--- src/verilog/vdm_regs.svh ---
// Constants for the voice-plus-data mode and rate selector
`ifndef VDM_REGS_SVH
`define VDM_REGS_SVH
// Command opcodes
`define VDM_OP_MODE      3'h0
`define VDM_OP_MODSEL    3'h1
`define VDM_OP_BURST     3'h2
`define VDM_OP_LINESEL   3'h3
`define VDM_OP_CLASS     3'h4
`define VDM_OP_CID       3'h5
`define VDM_OP_INQUIRY   3'h6
// Operating modes
`define VDM_MODE_DATA    2'h0
`define VDM_MODE_DIGITAL 2'h1
`define VDM_MODE_ANALOG  2'h2
`define VDM_MODE_AUTO    2'h3
// Modulations
`define VDM_MOD_V61      2'h0
`define VDM_MOD_MID      2'h1
`define VDM_MOD_HIGH     2'h2
// Rate indices: 4800 plus 2400 per step
`define VDM_R4800        4'h0
`define VDM_R7200        4'h1
`define VDM_R9600        4'h2
`define VDM_R12000       4'h3
`define VDM_R14400       4'h4
`define VDM_R28800       4'ha
`define VDM_HIGH_STEPS   4'h6
`define VDM_MID_STEPS    4'h2
// Symbol rate, line selects, service classes
`define VDM_SYM_AUTO     3'h0
`define VDM_LS_HANDSET   4'h0
`define VDM_LS_HEADSET   4'h5
`define VDM_LS_SPKR      4'h6
`define VDM_LS_MAX       4'h9
`define VDM_CLS_VOICE    8'h08
`define VDM_CLS_TDM      8'h50
// Reset values
`define VDM_RST_BURST    1'b1
`define VDM_RST_AUTOMOD  1'b1
`define VDM_ON           1'b1
`define VDM_OFF          1'b0
`endif

--- src/verilog/vdm_pkg.sv ---
// Types for the voice-plus-data mode and rate selector
package vdm_pkg;
  typedef logic [3:0] vdm_rate_t;
  typedef logic [1:0] vdm_mod_t;
  typedef enum logic [2:0] {VDM_IDLE, VDM_NEGOT, VDM_VOICE_DATA, VDM_DATA_ONLY} vdm_state_e;
  typedef struct packed {
    logic [2:0] opcode;
    logic [7:0] arg0;
    logic       has_min;
    vdm_rate_t  min_rate;
    logic       has_max;
    vdm_rate_t  max_rate;
    logic [2:0] symbol_rate;
  } vdm_cmd_s;
  typedef struct packed {
    logic       connect_req;
    logic       hangup;
    logic       remote_voice_data;
    logic [2:0] remote_mods;
    vdm_rate_t  line_rate;
    logic       handset_onhook;
    logic       audio_energy;
  } vdm_link_s;
  typedef struct packed {
    logic       voice_data_active;
    logic       digital_active;
    vdm_mod_t   active_mod;
    vdm_rate_t  speed;
    logic       audio_open;
    logic       upshifted;
  } vdm_stat_s;
endpackage

--- src/verilog/vdm_select.sv ---
// Voice-plus-data mode and rate selector: command decode and link control
//
// How it works
// - Voice-data only when remote also configured
// - Mode 0 data, 1 digital, 2 analog, 3 auto
// - Speed limits accepted only where modulation supports
// - Symbol rate 0 automatic, 1-7 reserved
// - Modulation 0 V.61, 1 mid, 2 high
// - Unsupported fixed modulation errors, selection kept
// - Fixed modulation unsupported remotely disconnects call
// - Automatic fallback high, mid, V.61, data
// - High rate audio six steps below line
// - High rate upshifts when handset on-hook
// - Mid rate audio at least two steps below
// - Mid rate upshifts when burst on and no audio detected
// - V.61 runs 4800 always
// - Burst default on, mid rate channel open on energy
// - Silence in burst mode shifts mid rate speed up
// - Burst off keeps audio channel always open
// - Audio path handset, headset or speakerphone
// - Speakerphone only class 8, line select 6
// - Speakerphone enables acoustic and line echo cancel
// - Class 80 enables time-multiplexed voice/data
// - Caller ident passes data, answers inquiry
`timescale 1ns/100ps
`include "vdm_regs.svh"

module vdm_select #(
  parameter bit HIGH_MODEL = 1'b1
) (
  input  wire logic                core_clk,
  input  wire logic                nrst,
  input  wire logic                ce,
  input  wire logic                cmd_valid,
  input  wire vdm_pkg::vdm_cmd_s   cmd,
  output logic                     rsp_ok,
  output logic                     rsp_err,
  output logic [7:0]               rsp_data,
  input  wire vdm_pkg::vdm_link_s  link,
  output vdm_pkg::vdm_stat_s       stat,
  output logic                     disconnect,
  output logic [3:0]               audio_route,
  output logic                     speakerphone_active,
  output logic                     echo_cancel_en,
  output logic                     tdm_voice_data_en,
  output logic                     caller_ident_pass
);
  import vdm_pkg::*;

  // ==========================================================
  // Behaviour notes
  // Commands are taken on any enabled cycle with the strobe high
  // Every taken command gets exactly one answer pulse, ok or error
  // A refused command leaves every stored setting as it was
  // Speed values are rate indices, one index per 2400 step
  // Index zero is the slowest rate, so clamps work on plain compares
  // The modulation command carries the automatic fallback flag in bit 2
  // That command also resets the speed window to the full range
  // Of the newly chosen modulation, so old limits cannot block it
  // A mode command without limits takes the full range of the
  // Currently stored modulation
  // Negotiation tries one modulation per enabled cycle
  // Fallback steps down by one code: high, mid, then the slow one
  // After the slow modulation the call stays up as data only
  // With fallback off a refused modulation drops the call at once
  // Digital mode skips the modulation trial, the remote decides
  // Status follows the call state one cycle late
  // Speed shown outside a voice-data call is the data-only speed
  // Upshift in high-rate mode follows the handset hook switch
  // Upshift in mid-rate mode needs burst gating and a quiet line
  // With burst gating off the audio channel never closes
  // Path controls follow the stored selects one cycle late
  // Speakerphone and echo cancelling share one decode
  // So they can never disagree
  // The inquiry answer holds until the next inquiry
  // Hazard: the remote capability bits are sampled every cycle
  // A change during negotiation can move the fallback point
  // Hazard: hangup wins over acceptance in the same cycle
  // Limitation: the symbol rate is stored but only auto is legal
  // Limitation: caller ident data itself passes outside this block
  // Clock enable low freezes settings, answers and the call state
  // Reset is synchronous and is obeyed whatever the enable does

  // ==========================================================
  // Configuration held from commands
  logic [1:0]  mode;
  vdm_mod_t    mod_sel;
  logic        automod;
  logic        burst_en;
  vdm_rate_t   min_rate;
  vdm_rate_t   max_rate;
  logic [2:0]  symbol_rate;
  logic [3:0]  voice_line_select;
  logic [7:0]  service_class_select;
  logic        caller_ident_enable;

  // ==========================================================
  // Link control state
  vdm_state_e  state;
  vdm_mod_t    cur_mod;

  // Default modulation depends on model
  wire vdm_mod_t def_mod = HIGH_MODEL ? `VDM_MOD_HIGH : `VDM_MOD_MID;

  // Highest speed with audio that each modulation supports
  function automatic vdm_rate_t top_rate(input vdm_mod_t m);
    case (m)
      `VDM_MOD_V61: top_rate = `VDM_R4800;
      `VDM_MOD_MID: top_rate = `VDM_R9600;
      default:      top_rate = `VDM_R14400;
    endcase
  endfunction

  // ==========================================================
  // Command decode
  wire vdm_mod_t  req_mod     = cmd.arg0[1:0];
  wire vdm_rate_t cmd_min     = cmd.has_min ? cmd.min_rate : `VDM_R4800;
  wire vdm_rate_t cmd_max     = cmd.has_max ? cmd.max_rate : top_rate(mod_sel);
  wire            arg_hi_zero = (cmd.arg0[7:2] == 6'h00);
  wire            mode_ok     = arg_hi_zero
                              & (cmd_max <= top_rate(mod_sel))
                              & (cmd_min <= cmd_max)
                              & (cmd.symbol_rate == `VDM_SYM_AUTO);
  wire            mod_hi_zero = (cmd.arg0[7:3] == 5'h00); // Bit 2 is the fallback flag
  wire            mod_ok      = mod_hi_zero & (cmd.arg0[1:0] <= `VDM_MOD_HIGH)
                              & ((req_mod != `VDM_MOD_HIGH) | HIGH_MODEL);
  wire            bit_ok      = (cmd.arg0[7:1] == 7'h00);
  wire            ls_ok       = (cmd.arg0 <= {4'h0, `VDM_LS_MAX});
  logic           cmd_good;
  always_comb begin
    case (cmd.opcode)
      `VDM_OP_MODE:    cmd_good = mode_ok;
      `VDM_OP_MODSEL:  cmd_good = mod_ok;
      `VDM_OP_BURST:   cmd_good = bit_ok;
      `VDM_OP_LINESEL: cmd_good = ls_ok;
      `VDM_OP_CLASS:   cmd_good = 1'b1;
      `VDM_OP_CID:     cmd_good = bit_ok;
      `VDM_OP_INQUIRY: cmd_good = 1'b1;
      default:         cmd_good = 1'b0;
    endcase
  end
  wire do_cmd = ce & cmd_valid & cmd_good;

  // ==========================================================
  // Rate arithmetic for the modulation under trial
  wire vdm_rate_t line_high = (link.line_rate > `VDM_R28800) ? `VDM_R28800 : link.line_rate;
  wire vdm_rate_t line_mid  = (link.line_rate > `VDM_R14400) ? `VDM_R14400 : link.line_rate;
  wire vdm_rate_t cap_high  = (line_high > `VDM_HIGH_STEPS) ? line_high - `VDM_HIGH_STEPS
                                                            : `VDM_R4800;
  wire vdm_rate_t cap_mid0  = (line_mid > `VDM_MID_STEPS) ? line_mid - `VDM_MID_STEPS
                                                          : `VDM_R4800;
  wire vdm_rate_t cap_mid   = (cap_mid0 > `VDM_R9600) ? `VDM_R9600 : cap_mid0;
  vdm_rate_t cap_rate;
  vdm_rate_t data_rate;
  always_comb begin
    case (cur_mod)
      `VDM_MOD_HIGH: begin
        cap_rate  = cap_high;
        data_rate = line_high;
      end
      `VDM_MOD_MID: begin
        cap_rate  = cap_mid;
        data_rate = line_mid;
      end
      default: begin
        cap_rate  = `VDM_R4800;
        data_rate = `VDM_R4800;
      end
    endcase
  end
  wire            remote_has = link.remote_mods[cur_mod];
  wire            fits_min   = (cap_rate >= min_rate);
  wire vdm_rate_t audio_rate = (cap_rate > max_rate) ? max_rate : cap_rate;
  wire            wants_vd   = (mode != `VDM_MODE_DATA) & link.remote_voice_data;
  wire            is_digital = (mode == `VDM_MODE_DIGITAL);

  // ==========================================================
  // Audio presence and speed in an established voice-data call
  wire burst_gate  = burst_en & (cur_mod == `VDM_MOD_MID);
  wire chan_open   = burst_gate ? link.audio_energy : 1'b1;
  wire high_up     = (cur_mod == `VDM_MOD_HIGH) & link.handset_onhook;
  wire mid_up      = burst_gate & ~link.audio_energy;
  wire go_up       = high_up | mid_up;
  wire vdm_rate_t vd_speed = go_up ? data_rate : audio_rate;

  // ==========================================================
  // Derived path controls
  wire spk_on = (service_class_select == `VDM_CLS_VOICE)
              & (voice_line_select == `VDM_LS_SPKR);

  // Configuration registers written by good commands
  always_ff @(posedge core_clk) begin
    if (!nrst) begin
      mode                 <= `VDM_MODE_DATA;
      mod_sel              <= def_mod;
      automod              <= `VDM_RST_AUTOMOD;
      burst_en             <= `VDM_RST_BURST;
      min_rate             <= `VDM_R4800;
      max_rate             <= HIGH_MODEL ? `VDM_R14400 : `VDM_R9600;
      symbol_rate          <= `VDM_SYM_AUTO;
      voice_line_select    <= `VDM_LS_HANDSET;
      service_class_select <= 8'h00;
      caller_ident_enable  <= `VDM_OFF;
    end else if (do_cmd) begin
      case (cmd.opcode)
        `VDM_OP_MODE: begin
          mode        <= cmd.arg0[1:0];
          min_rate    <= cmd_min;
          max_rate    <= cmd_max;
          symbol_rate <= cmd.symbol_rate;
        end
        `VDM_OP_MODSEL: begin
          mod_sel  <= req_mod;
          automod  <= cmd.arg0[2] ? `VDM_ON : `VDM_OFF;
          min_rate <= `VDM_R4800;
          max_rate <= top_rate(req_mod);
        end
        `VDM_OP_BURST:   burst_en <= cmd.arg0[0];
        `VDM_OP_LINESEL: voice_line_select <= cmd.arg0[3:0];
        `VDM_OP_CLASS:   service_class_select <= cmd.arg0;
        `VDM_OP_CID:     caller_ident_enable <= cmd.arg0[0];
        default: ;
      endcase
    end
  end

  // Command answer, one cycle after the request
  always_ff @(posedge core_clk) begin
    if (!nrst) begin
      rsp_ok   <= 1'b0;
      rsp_err  <= 1'b0;
      rsp_data <= 8'h00;
    end else if (ce) begin
      rsp_ok   <= cmd_valid & cmd_good;
      rsp_err  <= cmd_valid & ~cmd_good;
      if (cmd_valid & (cmd.opcode == `VDM_OP_INQUIRY))
        rsp_data <= {5'h00, HIGH_MODEL, `VDM_ON, caller_ident_enable};
    end
  end

  // Negotiation and fallback, one modulation tried per cycle
  always_ff @(posedge core_clk) begin
    if (!nrst) begin
      state      <= VDM_IDLE;
      cur_mod    <= `VDM_MOD_V61;
      disconnect <= 1'b0;
    end else if (ce) begin
      disconnect <= 1'b0;
      case (state)
        VDM_IDLE: begin
          if (link.connect_req) begin
            cur_mod <= mod_sel;
            state   <= wants_vd ? VDM_NEGOT : VDM_DATA_ONLY;
          end
        end
        VDM_NEGOT: begin
          if (link.hangup)
            state <= VDM_IDLE;
          else if (is_digital | (remote_has & fits_min))
            state <= VDM_VOICE_DATA;
          else if (!automod) begin
            disconnect <= 1'b1;
            state      <= VDM_IDLE;
          end else if (cur_mod == `VDM_MOD_V61)
            state <= VDM_DATA_ONLY;
          else
            cur_mod <= cur_mod - 2'h1;
        end
        VDM_VOICE_DATA,
        VDM_DATA_ONLY: begin
          if (link.hangup)
            state <= VDM_IDLE;
        end
        default: state <= VDM_IDLE;
      endcase
    end
  end

  // Status and path outputs, registered
  always_ff @(posedge core_clk) begin
    if (!nrst) begin
      stat                <= '0;
      audio_route         <= `VDM_LS_HANDSET;
      speakerphone_active <= 1'b0;
      echo_cancel_en      <= 1'b0;
      tdm_voice_data_en   <= 1'b0;
      caller_ident_pass   <= 1'b0;
    end else if (ce) begin
      stat.voice_data_active <= (state == VDM_VOICE_DATA) & ~is_digital;
      stat.digital_active    <= (state == VDM_VOICE_DATA) & is_digital;
      stat.active_mod        <= cur_mod;
      stat.speed             <= (state == VDM_VOICE_DATA) ? vd_speed : data_rate;
      stat.audio_open        <= (state == VDM_VOICE_DATA) & chan_open;
      stat.upshifted         <= (state == VDM_VOICE_DATA) & go_up;
      audio_route            <= voice_line_select;
      speakerphone_active    <= spk_on;
      echo_cancel_en         <= spk_on;
      tdm_voice_data_en      <= (service_class_select == `VDM_CLS_TDM);
      caller_ident_pass      <= caller_ident_enable;
    end
  end

endmodule // vdm_select

--- config.mk ---
export PLATFORM = sky130hd
export DESIGN_NAME = vdm_select
export DESIGN_NICKNAME = d
export VERILOG_FILES = /design/src/verilog/vdm_pkg.sv /design/src/verilog/vdm_select.sv
export VERILOG_INCLUDE_DIRS = /design/src /design/src/verilog
export SDC_FILE = /design/constraint.sdc
export NUM_CORES = 1
export LEC_CHECK = 0
export ABC_AREA = 0
export BUFFER_PORTS_ARGS = -buffer_cell sky130_fd_sc_hd__buf_2
export CAP_MARGIN = 20
export CORE_MARGIN = 5
export CORE_UTILIZATION = 40
export DETAILED_ROUTE_END_ITERATION = 6
export SETUP_SLACK_MARGIN = 0.1
export SLEW_MARGIN = 0
export SYNTH_ARGS = -nofsm -noshare
export SYNTH_HDL_FRONTEND = slang
export SYNTH_SLANG_ARGS = --single-unit
--- constraint.sdc ---
create_clock -name core_clk -period 4.2 [get_ports core_clk]
set_input_delay 0.84 -clock core_clk [delete_from_list [all_inputs] [get_ports core_clk]]
set_output_delay 0.84 -clock core_clk [all_outputs]
set_load 0.1 [all_outputs]
# Word-level counts from Yosys, hierarchy flattened
# Index checks and enable logic that the tools add are counted.
totals:
  register_bits: 54
  inputBits: 40
  output_inout_bits: 29
  elab_cells: 152
op_classes:
  addsub: 3
  order_cmp: 12
  n_eq_ne: 24
  n_mux: 39
  bitwise: 24
  reduce_logical: 25
ops:
  columns: ["cell", "count"]
  rows:
  - ["$mux 4", 10]
  - ["$pmux 4 s2", 4]
  - ["$and 1x1->1", 19]
  - ["$mux 3", 6]
  - ["$reduce_and 2->1", 8]
  - ["$eq 3x2->1 const B", 4]
  - ["$mux 2", 6]
  - ["$ne 2x2->1 const B", 6]
  - ["$pmux 3 s2", 2]
  - ["$eq 3x3->1 const B", 3]
  - ["$logic_not 3->1", 3]
  - ["$pmux 3 s3", 1]
  - ["$eq 2x1->1 const B", 4]
  - ["$eq 8x4->1 const B", 1]
  - ["$eq 8x7->1 const B", 1]
  - ["$gt 4x2->1 const B", 2]
  - ["$gt 4x3->1 const B", 2]
  - ["$le 4x4->1", 2]
  - ["$le 8x4->1 const B", 1]
  - ["$logic_not 7->1", 1]
  - ["$mux 1", 7]
  - ["$reduce_and 7->1", 1]
  - ["$eq 3x1->1 const B", 2]
  - ["$logic_not 2->1", 3]
  - ["other kinds (21)", 28]

# Depth between registers and ports, before layout
# Gate-level depths: netlist of run 1.
depth:
  depth_word: 13
  ltp_mapped: 14
  depth_no_buf: 13

# Worst setup path before layout of run 1
# Ideal clock, no wire load.
synth_path:
  path_type: "input-to-reg"
  start: "in link[5] (netlist name)"
  end: "reg disconnect"
  setup_time_ns: 0.071
  arrival_ns: 3.269
  t_required_ns: 4.129
  slack_ns: 0.861
  stages: 12
  n_path_buf: 1
  path_cell_list: "clkbuf_1 > nor2_1 > nand2_1 > ha_1 > nand4b_1 > o2bb2ai_1 > ha_1 > a211o_1 > a31oi_1 > o31ai_1 > or3_1 > a21oi_1"
synth_between:
  elab_chain_cells: 13
  elab_cells_between_ends: 19
  cone_classes: "add/sub: 2; order compare: 6; mux: 9; bitwise: 2"
synth_rtl:
  columns: ["element", "line_no", "rtl"]
  rows:
  - ["from (decl)", "vdm_select.sv:39", "input wire vdm_pkg::vdm_link_s link,"]
  - ["$gt 4x3->1 (no line)", null, null]
  - ["$mux 4", "vdm_select.sv:147", "wire vdm_rate_t line_mid = (link.line_rate > `VDM_R14400) ? `VDM_R14400 : link.line_rate;"]
  - ["$sub 4x2->4 (no line) or $gt 4x2->1 (tied branches)", null, null]
  - ["$mux 4 (no line)", null, null]
  - ["$gt 4x2->1 (no line)", null, null]
  - ["$mux 4", "vdm_select.sv:152", "wire vdm_rate_t cap_mid = (cap_mid0 > `VDM_R9600) ? `VDM_R9600 : cap_mid0;"]
  - ["$pmux 4 s2 (*)", "vdm_select.sv:156", "case (cur_mod)"]
  - ["$ge 4x4->1 (*)", "vdm_select.sv:172", "wire fits_min = (cap_rate >= min_rate);"]
  - ["$and 1x1->1 (*)", "vdm_select.sv:259", "else if (is_digital | (remote_has & fits_min))"]
  - ["$or 1x1->1 (*)", "vdm_select.sv:259", null]
  - ["$mux 1 (*)", "vdm_select.sv:259", null]
  - ["$mux 1 (*)", "vdm_select.sv:257", "if (link.hangup)"]
  - ["$mux 1 (*)", "vdm_select.sv:249", "case (state)"]
  - ["to (signal assigned)", "vdm_select.sv:246", "disconnect <= 1'b0;"]
  - ["to (signal assigned)", "vdm_select.sv:248", "disconnect <= 1'b0;"]
  - ["to (signal assigned)", "vdm_select.sv:262", "disconnect <= 1'b1;"]
  - ["to (decl)", "vdm_select.sv:41", "output logic disconnect,"]
# Every way passes the cells marked *; elsewhere a longest branch is shown, timed or not.
# A chain may end at the register's enable or synchronous reset.

# Worst setup path after layout of run 1
# Ends and elaborated chain as after synthesis.

==> flow_summary_export.csv, run 1 <==
group,metric,value,unit
outcome,status,"finished clean",
timing,worst_slew_pin_slew,606,ps
clock_tree,insertion_delay,320,ps
cells_and_area,multi_input_area,0.00195,mm2
cells_and_area,drive_above_1_share,19.2,%
route,drcViolationCount,0,
worst_setup_path,r2r_cells,11,
route,avgRoutedWirePerCell,14.2,um
route,drt.antenna.violating_nets,0,
cells_and_area,num-nets-final,501,
placement,placed_area,0.00354,mm2
global_routing,grt_pass1_wl,13.1,mm
worst_setup_path,cp.arrival,3510,ps
synth,yosysWarnings,0,
synth,synth_ff_type,"dfxtp_1",
timing,fmax,306,MHz
die,fp.dieArea,0.00985,mm2
synth,syn_avg_cell_area,8.19,um2
synth,ys_ff_latch,53,
die,die_x,99.2,um
synth,synth_common_cells,"nand2_1, dfxtp_1, mux2i_1, nor2_1, ha_1",
synth,yosysMostFrequentCell,"nand2_1",
timing,setup_tns,0,ps
global_routing,track_usage,16.2,%
synth,synth_top_area_share,33.3,%
die,die_h,99.2,um
clock_tree,cts_root_buf,"clkbuf_8",
clock_tree,cts.sinks,53,
timing,holdWs,461,ps
cells_and_area,antenna_cells,0,
timing,setup_viol,0,
global_routing,grt.overflow.total,0,
worst_hold_path,min_path_cells,2,
clock_tree,cts.reportedPaths.clkPinSlew,100,ps
cells_and_area,seqCellArea,0.00106,mm2
worst_setup_path,start_kind,"primary input",
power_and_ir_drop,vdd_ir_drop_max,0.136,mV
timing,clock_skew,10.7,ps
timing,hold_viol,0,
route,drt_first_pass_iters,4,
cells_and_area,fillerInstances,763,
timing,rsz0062_at_grt,"false",
job,cap_violations,0,
placement,hpwl,5.92,mm
global_routing,antenna_found_initial,0,
synth,synth-seq-area-share,33.3,%
cells_and_area,syn_to_final_growth,14.1,%
global_routing,grt_start_max_net_pins,34,
clock_tree,cts_setup_buffers,0,
timing,min_period_over_period,77.7,%
clock_tree,ctsHoldBuffers,0,
power_and_ir_drop,leakage,0.00150,uW
clock_tree,cts_buffer_depth,2,
synth,synthCells,389,
synth,synth_edf_count,0,
global_routing,grt_pass1_vias,2758,
timing,post-route-min-period,3260,ps
synth,ys_types,55,
power_and_ir_drop,powerDensity,289,mW/mm2
route,drt-initial-drc-count,90,
clock_tree,cts_resized,0,
placement,place_ws,607,ps
worst_setup_path,worstSetupPathType,"primary input to flip-flop",
worst_setup_path,cp.required,4440,ps
timing,worst_slack,937,ps
placement,place.gp.congestion,0.828,
die,start_util,41.2,%
worst_setup_path,cp-end-kind,"flip-flop",
timing,relSlewSlack,59.6,%
die,boundaryPins,69,
die,core_area,0.00773,mm2
route,viasPerCell,5.21,
synth,synthTopCellsByArea,"dfxtp_1, mux2i_1, ha_1",
route,num_vias,2836,
placement,port_buffers,63,
die,row_count,32,
synth,netlist_area,0.00319,mm2
cells_and_area,fin_area,0.00363,mm2
worst_setup_path,cp_max_fo,10,
timing,slew_violations,0,
synth,synth_top_area_cell,"dfxtp_1",
clock_tree,cts_buffers,5,
worst_hold_path,min_path_type,"flip-flop to flip-flop",
synth,synthArstFlopShare,0,%
clock_tree,htree_levels,2,
route,drt_wl_total,7.73,mm
clock_tree,cts_tree,"yes",
-- power by group --
| part | switching (uW) | internal [uW] | total (uW) |
|---|---|---|---|
| clock | 188 | 121 | 309 |
| combinational | 157 | 61.9 | 219 |
| sequential | 9.58 | 512 | 522 |
-- worst paths after layout --
check | startpoint | endpoint | slack [ps]
setup / recovery | link[5] | disconnect$_SDFFE_PN0P_ | 940
hold / removal | stat[1]$_SDFFE_PN0P_ | stat[1]$_SDFFE_PN0P_ | 460
setup reg to reg | cur_mod[0]$_SDFFE_PN0P_ | disconnect$_SDFFE_PN0P_ | 1200
hold reg to reg | stat[1]$_SDFFE_PN0P_ | stat[1]$_SDFFE_PN0P_ | 460
-- critical path: stages --
cell and delay [ps]:
buf_2 150, nor2_1 270, nand2_1 130, ha_1 210
nand4b_1 170, o2bb2ai_1 260, ha_1 290, a211o_1 290
a31oi_1 240, o31ai_1 150, or3_1 350, a21oi_1 150
-- flip-flops by register name (all words and copies together), names as in the netlist --
signal and flops:
caller_ident_enable 1, mode 2, rsp_err 1, min_rate 4, disconnect 1, tdm_voice_data_en 1
echo_cancel_en 1, max_rate 4, voice_line_select 4, rsp_ok 1, mod_sel 2, state 2
audio_route 4, caller_ident_pass 1, rsp_data 2, cur_mod 2, service_class_select 8, automod 1
burst_en 1, stat 10
-- cell type report --
class                      instances  share of cell area [%]
clock buffer                       5                    1.89
clock inverter                     3                   0.689
tap                              102                    3.51
timing repair buffer              65                    9.09
inverter                          18                    1.86
multi-input combinational        298                    53.8
sequential                        53                    29.2
-- per-stage QoR --
step | total power (uW) | std cells | util (%)
6_report | 1050 | 544 | 47.0
5_1_grt | 1120 | 544 | 47.0
4_1_cts | 1060 | 544 | 47.0
3_5_place_dp | 752 | 536 | 45.8
3_3_place_gp | 750 | 536 | 45.8
2_1_floorplan | 699 | 393 | -
-- layer usage --
| metal | GRT usage, % | wire, um |
|---|---|---|
| met1 | 21.5 | 3610 |
| met2 | 26.7 | 3630 |
| met3 | 3.16 | 458 |
| met4 | 4.83 | 33 |
| met5 | 0 | 0 |
-- cells by family (layout without fill, tap and decap cells) --
kind of cell    count (synthesis)  in the layout  share of synthesized area [%]
flops                          53             53                           33.3
compound gates                 70             70                           14.1
fa+ha+maj                      20             20                           7.86
mux                            41             41                           13.0
buf+inv                        42             91                           5.85
simple gates                  161            161                           25.5
other cells                     1              5                          0.118
xor+xnor                        1              1                          0.275
-- cell usage in the layout, fill, tap and decap left out, types with 2 or more instances in the layout --
cell / count
o22ai_1: 4
and2_1: 5
nor2_2: 2
o31ai_1: 2
o21ai_1: 2
nand2b_1: 8
conb_1: 5
nor4_1: 4
or3_1: 5
o21a_1: 2
dfxtp_1: 53
nand3_1: 10
o21ai_0: 18
inv_1: 16
nand2_1: 55
buf_4: 2
nand4_1: 3
nor2_1: 40
nor2b_1: 10
a31oi_1: 7
ha_1: 20
o211ai_1: 2
clkbuf_8: 5
a211oi_1: 5
a21oi_1: 18
nor3_1: 4
nand4b_1: 2
buf_2: 63
mux2i_1: 40
nand3b_1: 3
(Power assumes the default switching activity.)
==> run 2: changes to the inputs <==
==> constraint.sdc (replaced) <==
create_clock -name core_clk -period 2.95 [get_ports core_clk]
set_input_delay 0.59 -clock core_clk [delete_from_list [all_inputs] [get_ports core_clk]]
set_output_delay 0.59 -clock core_clk [all_outputs]
set_load 0.1 [all_outputs]
==> run 2 against run 1 <==
Total power rose by 45%. Critical path depth down 1. Count of clock-buffer cells in the layout unchanged. Combinational power up 51%. Sequential share of layout area fell by 1.0 points. Register-to-register slack got worse by 890 ps. First-iteration DRC count rose by 10%. Critical path type unchanged. Critical endpoint unchanged.
==> flow_summary_export.csv, run 2 (synthesis results as in run 1) <==
group,metric,value,unit
worst_setup_path,worstSetupPathType,"primary input to flip-flop",
cells_and_area,top_register,"stat",
worst_setup_path,cp-end-kind,"flip-flop",
worst_setup_path,cp_max_fo,9,
worst_hold_path,min_path_type,"flip-flop to flip-flop",
worst_setup_path,start_kind,"primary input",
worst_setup_path,cp.arrival,2910,ps
route,drcViolationCount,0,
timing,fmax,376,MHz
placement,hpwl,5.97,mm
timing,hold_viol,0,
die,start_util,41.2,%
placement,port_buffers,63,
global_routing,grt_pass1_wl,12.7,mm
power_and_ir_drop,leakage,0.00158,uW
route,drt_first_pass_iters,4,
route,avgRoutedWirePerCell,13.9,um
clock_tree,insertion_delay,320,ps
cells_and_area,largest_reg_flops,10,
global_routing,grt_pass1_vias,2822,
clock_tree,cts_buffers,5,
power_and_ir_drop,vdd_ir_drop_max,0.189,mV
die,boundaryPins,69,
worst_setup_path,critPathMostFrequentCell,"ha_1",
placement,place.gp.congestion,0.814,
cells_and_area,layout_commonest_cell,"buf_2",
timing,post-route-min-period,2660,ps
clock_tree,cts_resized,0,
power_and_ir_drop,powerDensity,404,mW/mm2
timing,slew_violations,0,
worst_setup_path,cp_cell_sequence,"buf_2 > buf_4 > nor2b_1 > ha_1 > o2bb2ai_2 > ha_1 > a211o_1 > a31oi_2 > o31ai_1 > or3_1 > a21oi_1",
clock_tree,cts.reportedPaths.clkPinSlew,100,ps
worst_setup_path,cp.required,3200,ps
cells_and_area,largest_registers,"stat: 10 flops, service_class_select: 8 flops",
worst_setup_path,critPathMaxStageDelay,360,ps
timing,rsz0062_at_grt,"false",
clock_tree,cts_buffer_depth,2,
clock_tree,cts.sinks,53,
worst_setup_path,critical-path-top-delay-family,"compound AO/OA/AOI/OAI gates",
clock_tree,ctsHoldBuffers,0,
cells_and_area,num-nets-final,515,
global_routing,antenna_found_initial,0,
placement,dp.cells,550,
cells_and_area,stdcell_count,558,
die,die_x,99.2,um
timing,setup_tns,0,ps
global_routing,grt.overflow.total,0,
clock_tree,cts_root_buf,"clkbuf_8",
timing,worst_slack,290,ps
outcome,status,"finished clean",
worst_setup_path,cp_num_buf_inv,2,
timing,relSlewSlack,64.3,%
cells_and_area,drive_above_1_share,23.0,%
clock_tree,cts_setup_buffers,0,
route,drt_wl_total,7.77,mm
die,fp.dieArea,0.00985,mm2
job,cap_violations,0,
placement,placed_area,0.00366,mm2
placement,place_ws,-95.4,ps
timing,worst_slew_pin_slew,534,ps
route,viasPerCell,5.23,
cells_and_area,final_cell_mix,"buf_2, nand2_1, dfxtp_1, mux2i_1, nor2_1",
die,die_h,99.2,um
cells_and_area,fin_area,0.00377,mm2
timing,clock_skew,9.09,ps
route,drt-initial-drc-count,99,
die,core_area,0.00773,mm2
route,num_vias,2917,
global_routing,grt_start_max_net_pins,35,
clock_tree,cts_tree,"yes",
worst_setup_path,crit_slowest_cell,"or3_1",
global_routing,track_usage,15.6,%
route,drt.antenna.violating_nets,0,
die,row_count,32,
timing,setup_viol,0,
timing,min_period_over_period,90.2,%
clock_tree,htree_levels,2,
cells_and_area,syn_to_final_growth,18.3,%
cells_and_area,antenna_cells,0,
## run 2: through the flow
step / power (uW) / util [%] / hold WS (ps)
after CTS: 1530 / 48.6 / 467
final: 1520 / 48.8 / 464
after global routing: 1610 / 48.8 / 476
after detailed placement: 1090 / 47.3 / 452
after global placement: 1080 / 47.3 / 450
after floorplan: 1000 / - / 435
## run 2: layout make-up
cell class | instances | area (um2)
Fill cell | 777 | 3960
Clock buffer | 5 | 68.8
Multi-Input combinational cell | 298 | 1980
Timing Repair Buffer | 79 | 435
Clock inverter | 3 | 28.8
Tap cell | 102 | 128
Inverter | 18 | 67.6
Sequential cell | 53 | 1060
## run 2: where the power goes
group	switching (uW)	internal (uW)	total (uW)	leakage, uW
Combinational	229	101	330	0.00110
Sequential	11.6	729	741	0.000429
Clock	273	178	451	0.0000506
## run 2: final timing paths
kind	from	cells past startpoint	slack, ps	endpoint
max reg2reg	cur_mod[0]$_SDFFE_PN0P_	11	310	disconnect$_SDFFE_PN0P_
min	stat[0]$_SDFFE_PN0P_	2	460	stat[0]$_SDFFE_PN0P_
max	link[4]	11	290	disconnect$_SDFFE_PN0P_
min reg2reg	stat[0]$_SDFFE_PN0P_	2	460	stat[0]$_SDFFE_PN0P_
## run 2: metal layers
layer / up-vias / part of all wire [%] / wire length (um) / global-route usage (%)
met3: 4 / 5.7 / 446 / 3.09
met4: 0 / 0.59 / 46 / 3.05
met1: 1352 / 46 / 3610 / 20.2
li1: 1488 / - / - / -
met5: - / 0 / 0 / 0
met2: 73 / 47 / 3670 / 26.9
## run 2: worst register-to-register path, stage by stage, from the launching register on
cell,delay [ps]
dfxtp_2,360
inv_1,60
ha_2,390
nand2_1,90
nor2_1,130
o2bb2ai_2,120
ha_1,270
a211o_1,320
a31oi_2,210
o31ai_1,140
or3_1,360
a21oi_1,120
==> run 3: changes to the inputs <==
--- a/config.mk
+++ b/config.mk
@@ -12,8 +12,10 @@
 export CORE_MARGIN = 5
 export CORE_UTILIZATION = 40
 export DETAILED_ROUTE_END_ITERATION = 6
+export PLACE_DENSITY_LB_ADDON = 0.12
 export SETUP_SLACK_MARGIN = 0.1
 export SLEW_MARGIN = 0
 export SYNTH_ARGS = -nofsm -noshare
 export SYNTH_HDL_FRONTEND = slang
 export SYNTH_SLANG_ARGS = --single-unit
+export TNS_END_PERCENT = 100
==> run 3 against run 2 <==
Count of clock-buffer cells in the layout unchanged. Wire length rose by 1.4%. Total power shrank 1.6%. First-iteration DRC count fell by 42%. Non-clock buffer count decreased by 2. Critical endpoint unchanged. Critical path depth is 3 higher. Final cell count decreased by 0.36%. Sequential share of layout area grew 0.13 points. Largest cell class unchanged. Hold slack worse by 2.4 ps.
==> flow_summary_export.csv, run 3 (synthesis results as in run 1) <==
group,metric,value,unit
outcome,status,"finished clean",
worst_hold_path,min_path_type,"flip-flop to flip-flop",
worst_setup_path,crit_start,"link[4]",
power_and_ir_drop,powerDensity,398,mW/mm2
worst_setup_path,cp-end-kind,"flip-flop",
cells_and_area,drive_above_1_share,23.1,%
timing,holdWs,461,ps
worst_setup_path,cp_max_fo,5,
power_and_ir_drop,power.switching,497,uW
power_and_ir_drop,vdd_ir_drop_max,0.221,mV
clock_tree,cts.reportedPaths.clkPinSlew,100,ps
clock_tree,cts_tree,"yes",
route,drt.antenna.violating_nets,0,
timing,min_period_over_period,90.8,%
cells_and_area,final_cell_mix,"buf_2, nand2_1, dfxtp_1, mux2i_1, nor2_1",
cells_and_area,num-nets-final,513,
route,avgRoutedWirePerCell,14.2,um
global_routing,grt_start_max_net_pins,35,
route,drt-initial-drc-count,57,
worst_setup_path,r2r_cells,11,
cells_and_area,fin_area,0.00377,mm2
clock_tree,cts_buffers,5,
route,drcViolationCount,0,
cells_and_area,syn_to_final_growth,18.2,%
placement,hpwl,6.13,mm
timing,rsz0062_at_grt,"true",
die,row_count,32,
die,fp.dieArea,0.00985,mm2
cells_and_area,top_register,"stat",
clock_tree,htree_levels,2,
worst_setup_path,start_kind,"primary input",
timing,setup_viol,0,
timing,fmax,373,MHz
power_and_ir_drop,power_switching_share,33.2,%
power_and_ir_drop,power.internal,1000,uW
timing,slew_violations,0,
worst_setup_path,reg2reg_slack,300,ps
timing,worst_slew_pin_slew,568,ps
cells_and_area,largest_reg_flops,10,
die,core_area,0.00773,mm2
timing,relSlewSlack,62.1,%
cells_and_area,antenna_cells,0,
clock_tree,cts.sinks,53,
timing,post-route-min-period,2680,ps
route,viasPerCell,5.15,
power_and_ir_drop,finalPower,1500,uW
global_routing,track_usage,15.9,%
worst_setup_path,crit_end,"disconnect$_SDFFE_PN0P_",
die,die_h,99.2,um
power_and_ir_drop,leakage,0.00157,uW
clock_tree,ctsHoldBuffers,0,
cells_and_area,final_util,48.7,%
global_routing,grt_pass1_vias,2768,
placement,dp.cells,548,
global_routing,grt.overflow.total,0,
global_routing,antenna_found_initial,0,
placement,placed_area,0.00364,mm2
cells_and_area,largest_registers,"stat: 10 flops, service_class_select: 8 flops",
placement,place.gp.congestion,0.828,
timing,clock_skew,7.82,ps
die,boundaryPins,69,
die,die_x,99.2,um
worst_setup_path,cp.arrival,2920,ps
route,drt_wl_total,7.88,mm
global_routing,grt_pass1_wl,13.0,mm
clock_tree,cts_root_buf,"clkbuf_8",
die,start_util,41.2,%
power_and_ir_drop,clkPwrFrac,28.6,%
route,num_vias,2861,
clock_tree,insertion_delay,310,ps
power_and_ir_drop,sequentialPowerShare,49.6,%
power_and_ir_drop,combPwrFrac,21.9,%
cells_and_area,stdcell_count,556,
cells_and_area,layout_commonest_cell,"buf_2",
worst_setup_path,r2r_start,"cur_mod[0]$_SDFFE_PN0P_",
worst_setup_path,worstSetupPathType,"primary input to flip-flop",
route,drt_first_pass_iters,4,
placement,port_buffers,63,
clock_tree,cts_buffer_depth,2,
worst_setup_path,rr_endpoint,"disconnect$_SDFFE_PN0P_",
job,cap_violations,0,
timing,hold_viol,0,
worst_setup_path,cp.required,3190,ps
-- run 3: how the worst min path moves through the flow --
stage,startpoint,end,slack (ps),cells after the start
after floorplan,min_rate[1]$_SDFFE_PN0P_,min_rate[1]$_SDFFE_PN0P_,430,2
after global placement,min_rate[1]$_SDFFE_PN0P_,min_rate[1]$_SDFFE_PN0P_,450,2
after detailed placement,min_rate[1]$_SDFFE_PN0P_,min_rate[1]$_SDFFE_PN0P_,450,2
after CTS,min_rate[1]$_SDFFE_PN0P_,min_rate[1]$_SDFFE_PN0P_,470,2
after global routing,min_rate[1]$_SDFFE_PN0P_,min_rate[1]$_SDFFE_PN0P_,480,2
final,min_rate[1]$_SDFFE_PN0P_,min_rate[1]$_SDFFE_PN0P_,460,2
-- run 3: cell type report --
type	count	area, um2
flip-flops and latches	53	1070
multi-input cells	298	1990
inverters	18	67.6
clock buffers	5	68.8
clock inverters	3	25.0
repair buffers	77	420
fillers	789	3960
well taps	102	128
-- run 3: power groups by stage --
| stage | logic, uW | clock network [uW] | registers [uW] |
|---|---|---|---|
| floorplan | 190 | 0 | 810 |
| global placement | 321 | 0 | 759 |
| detailed placement | 324 | 0 | 759 |
| CTS | 325 | 447 | 743 |
| global route | 357 | 473 | 746 |
| finish | 327 | 428 | 742 |
-- run 3: timing repair --
action                                  in CTS  in global routing
gates cloned                                 0                  0
endpoints found under the setup margin       2                  7
pin swaps                                    0                  2
buffers inserted                             0                  0
gates resized for setup                      2                  6
-- run 3: worst max-delay path: stages --
cell	delay, ps
buf_2	120
nor2_4	140
nand2_1	90
ha_1	200
nor3b_1	160
o21ai_0	110
a21oi_1	200
inv_1	80
ha_1	260
nand2b_1	160
a31oi_2	170
o31ai_1	140
or3_1	370
a21oi_1	130
-- run 3: through the flow --
step	worst slack (ps)	TNS [ps]
final	272	0
after global routing	43.4	0
after CTS	104	0
after detailed placement	-122	-269
after global placement	-51.0	-104
after floorplan	114	0
-- run 3: per-layer routing --
| layer | part of all wire (%) | wire length [um] | GRT usage (%) | vias to the layer above |
|---|---|---|---|---|
| li1 | - | - | - | 1473 |
| met1 | 46 | 3630 | 20.2 | 1322 |
| met2 | 49 | 3830 | 27.6 | 61 |
| met3 | 4.5 | 355 | 2.81 | 5 |
| met4 | 0.74 | 58 | 4.41 | 0 |
| met5 | 0 | 0 | 0 | - |
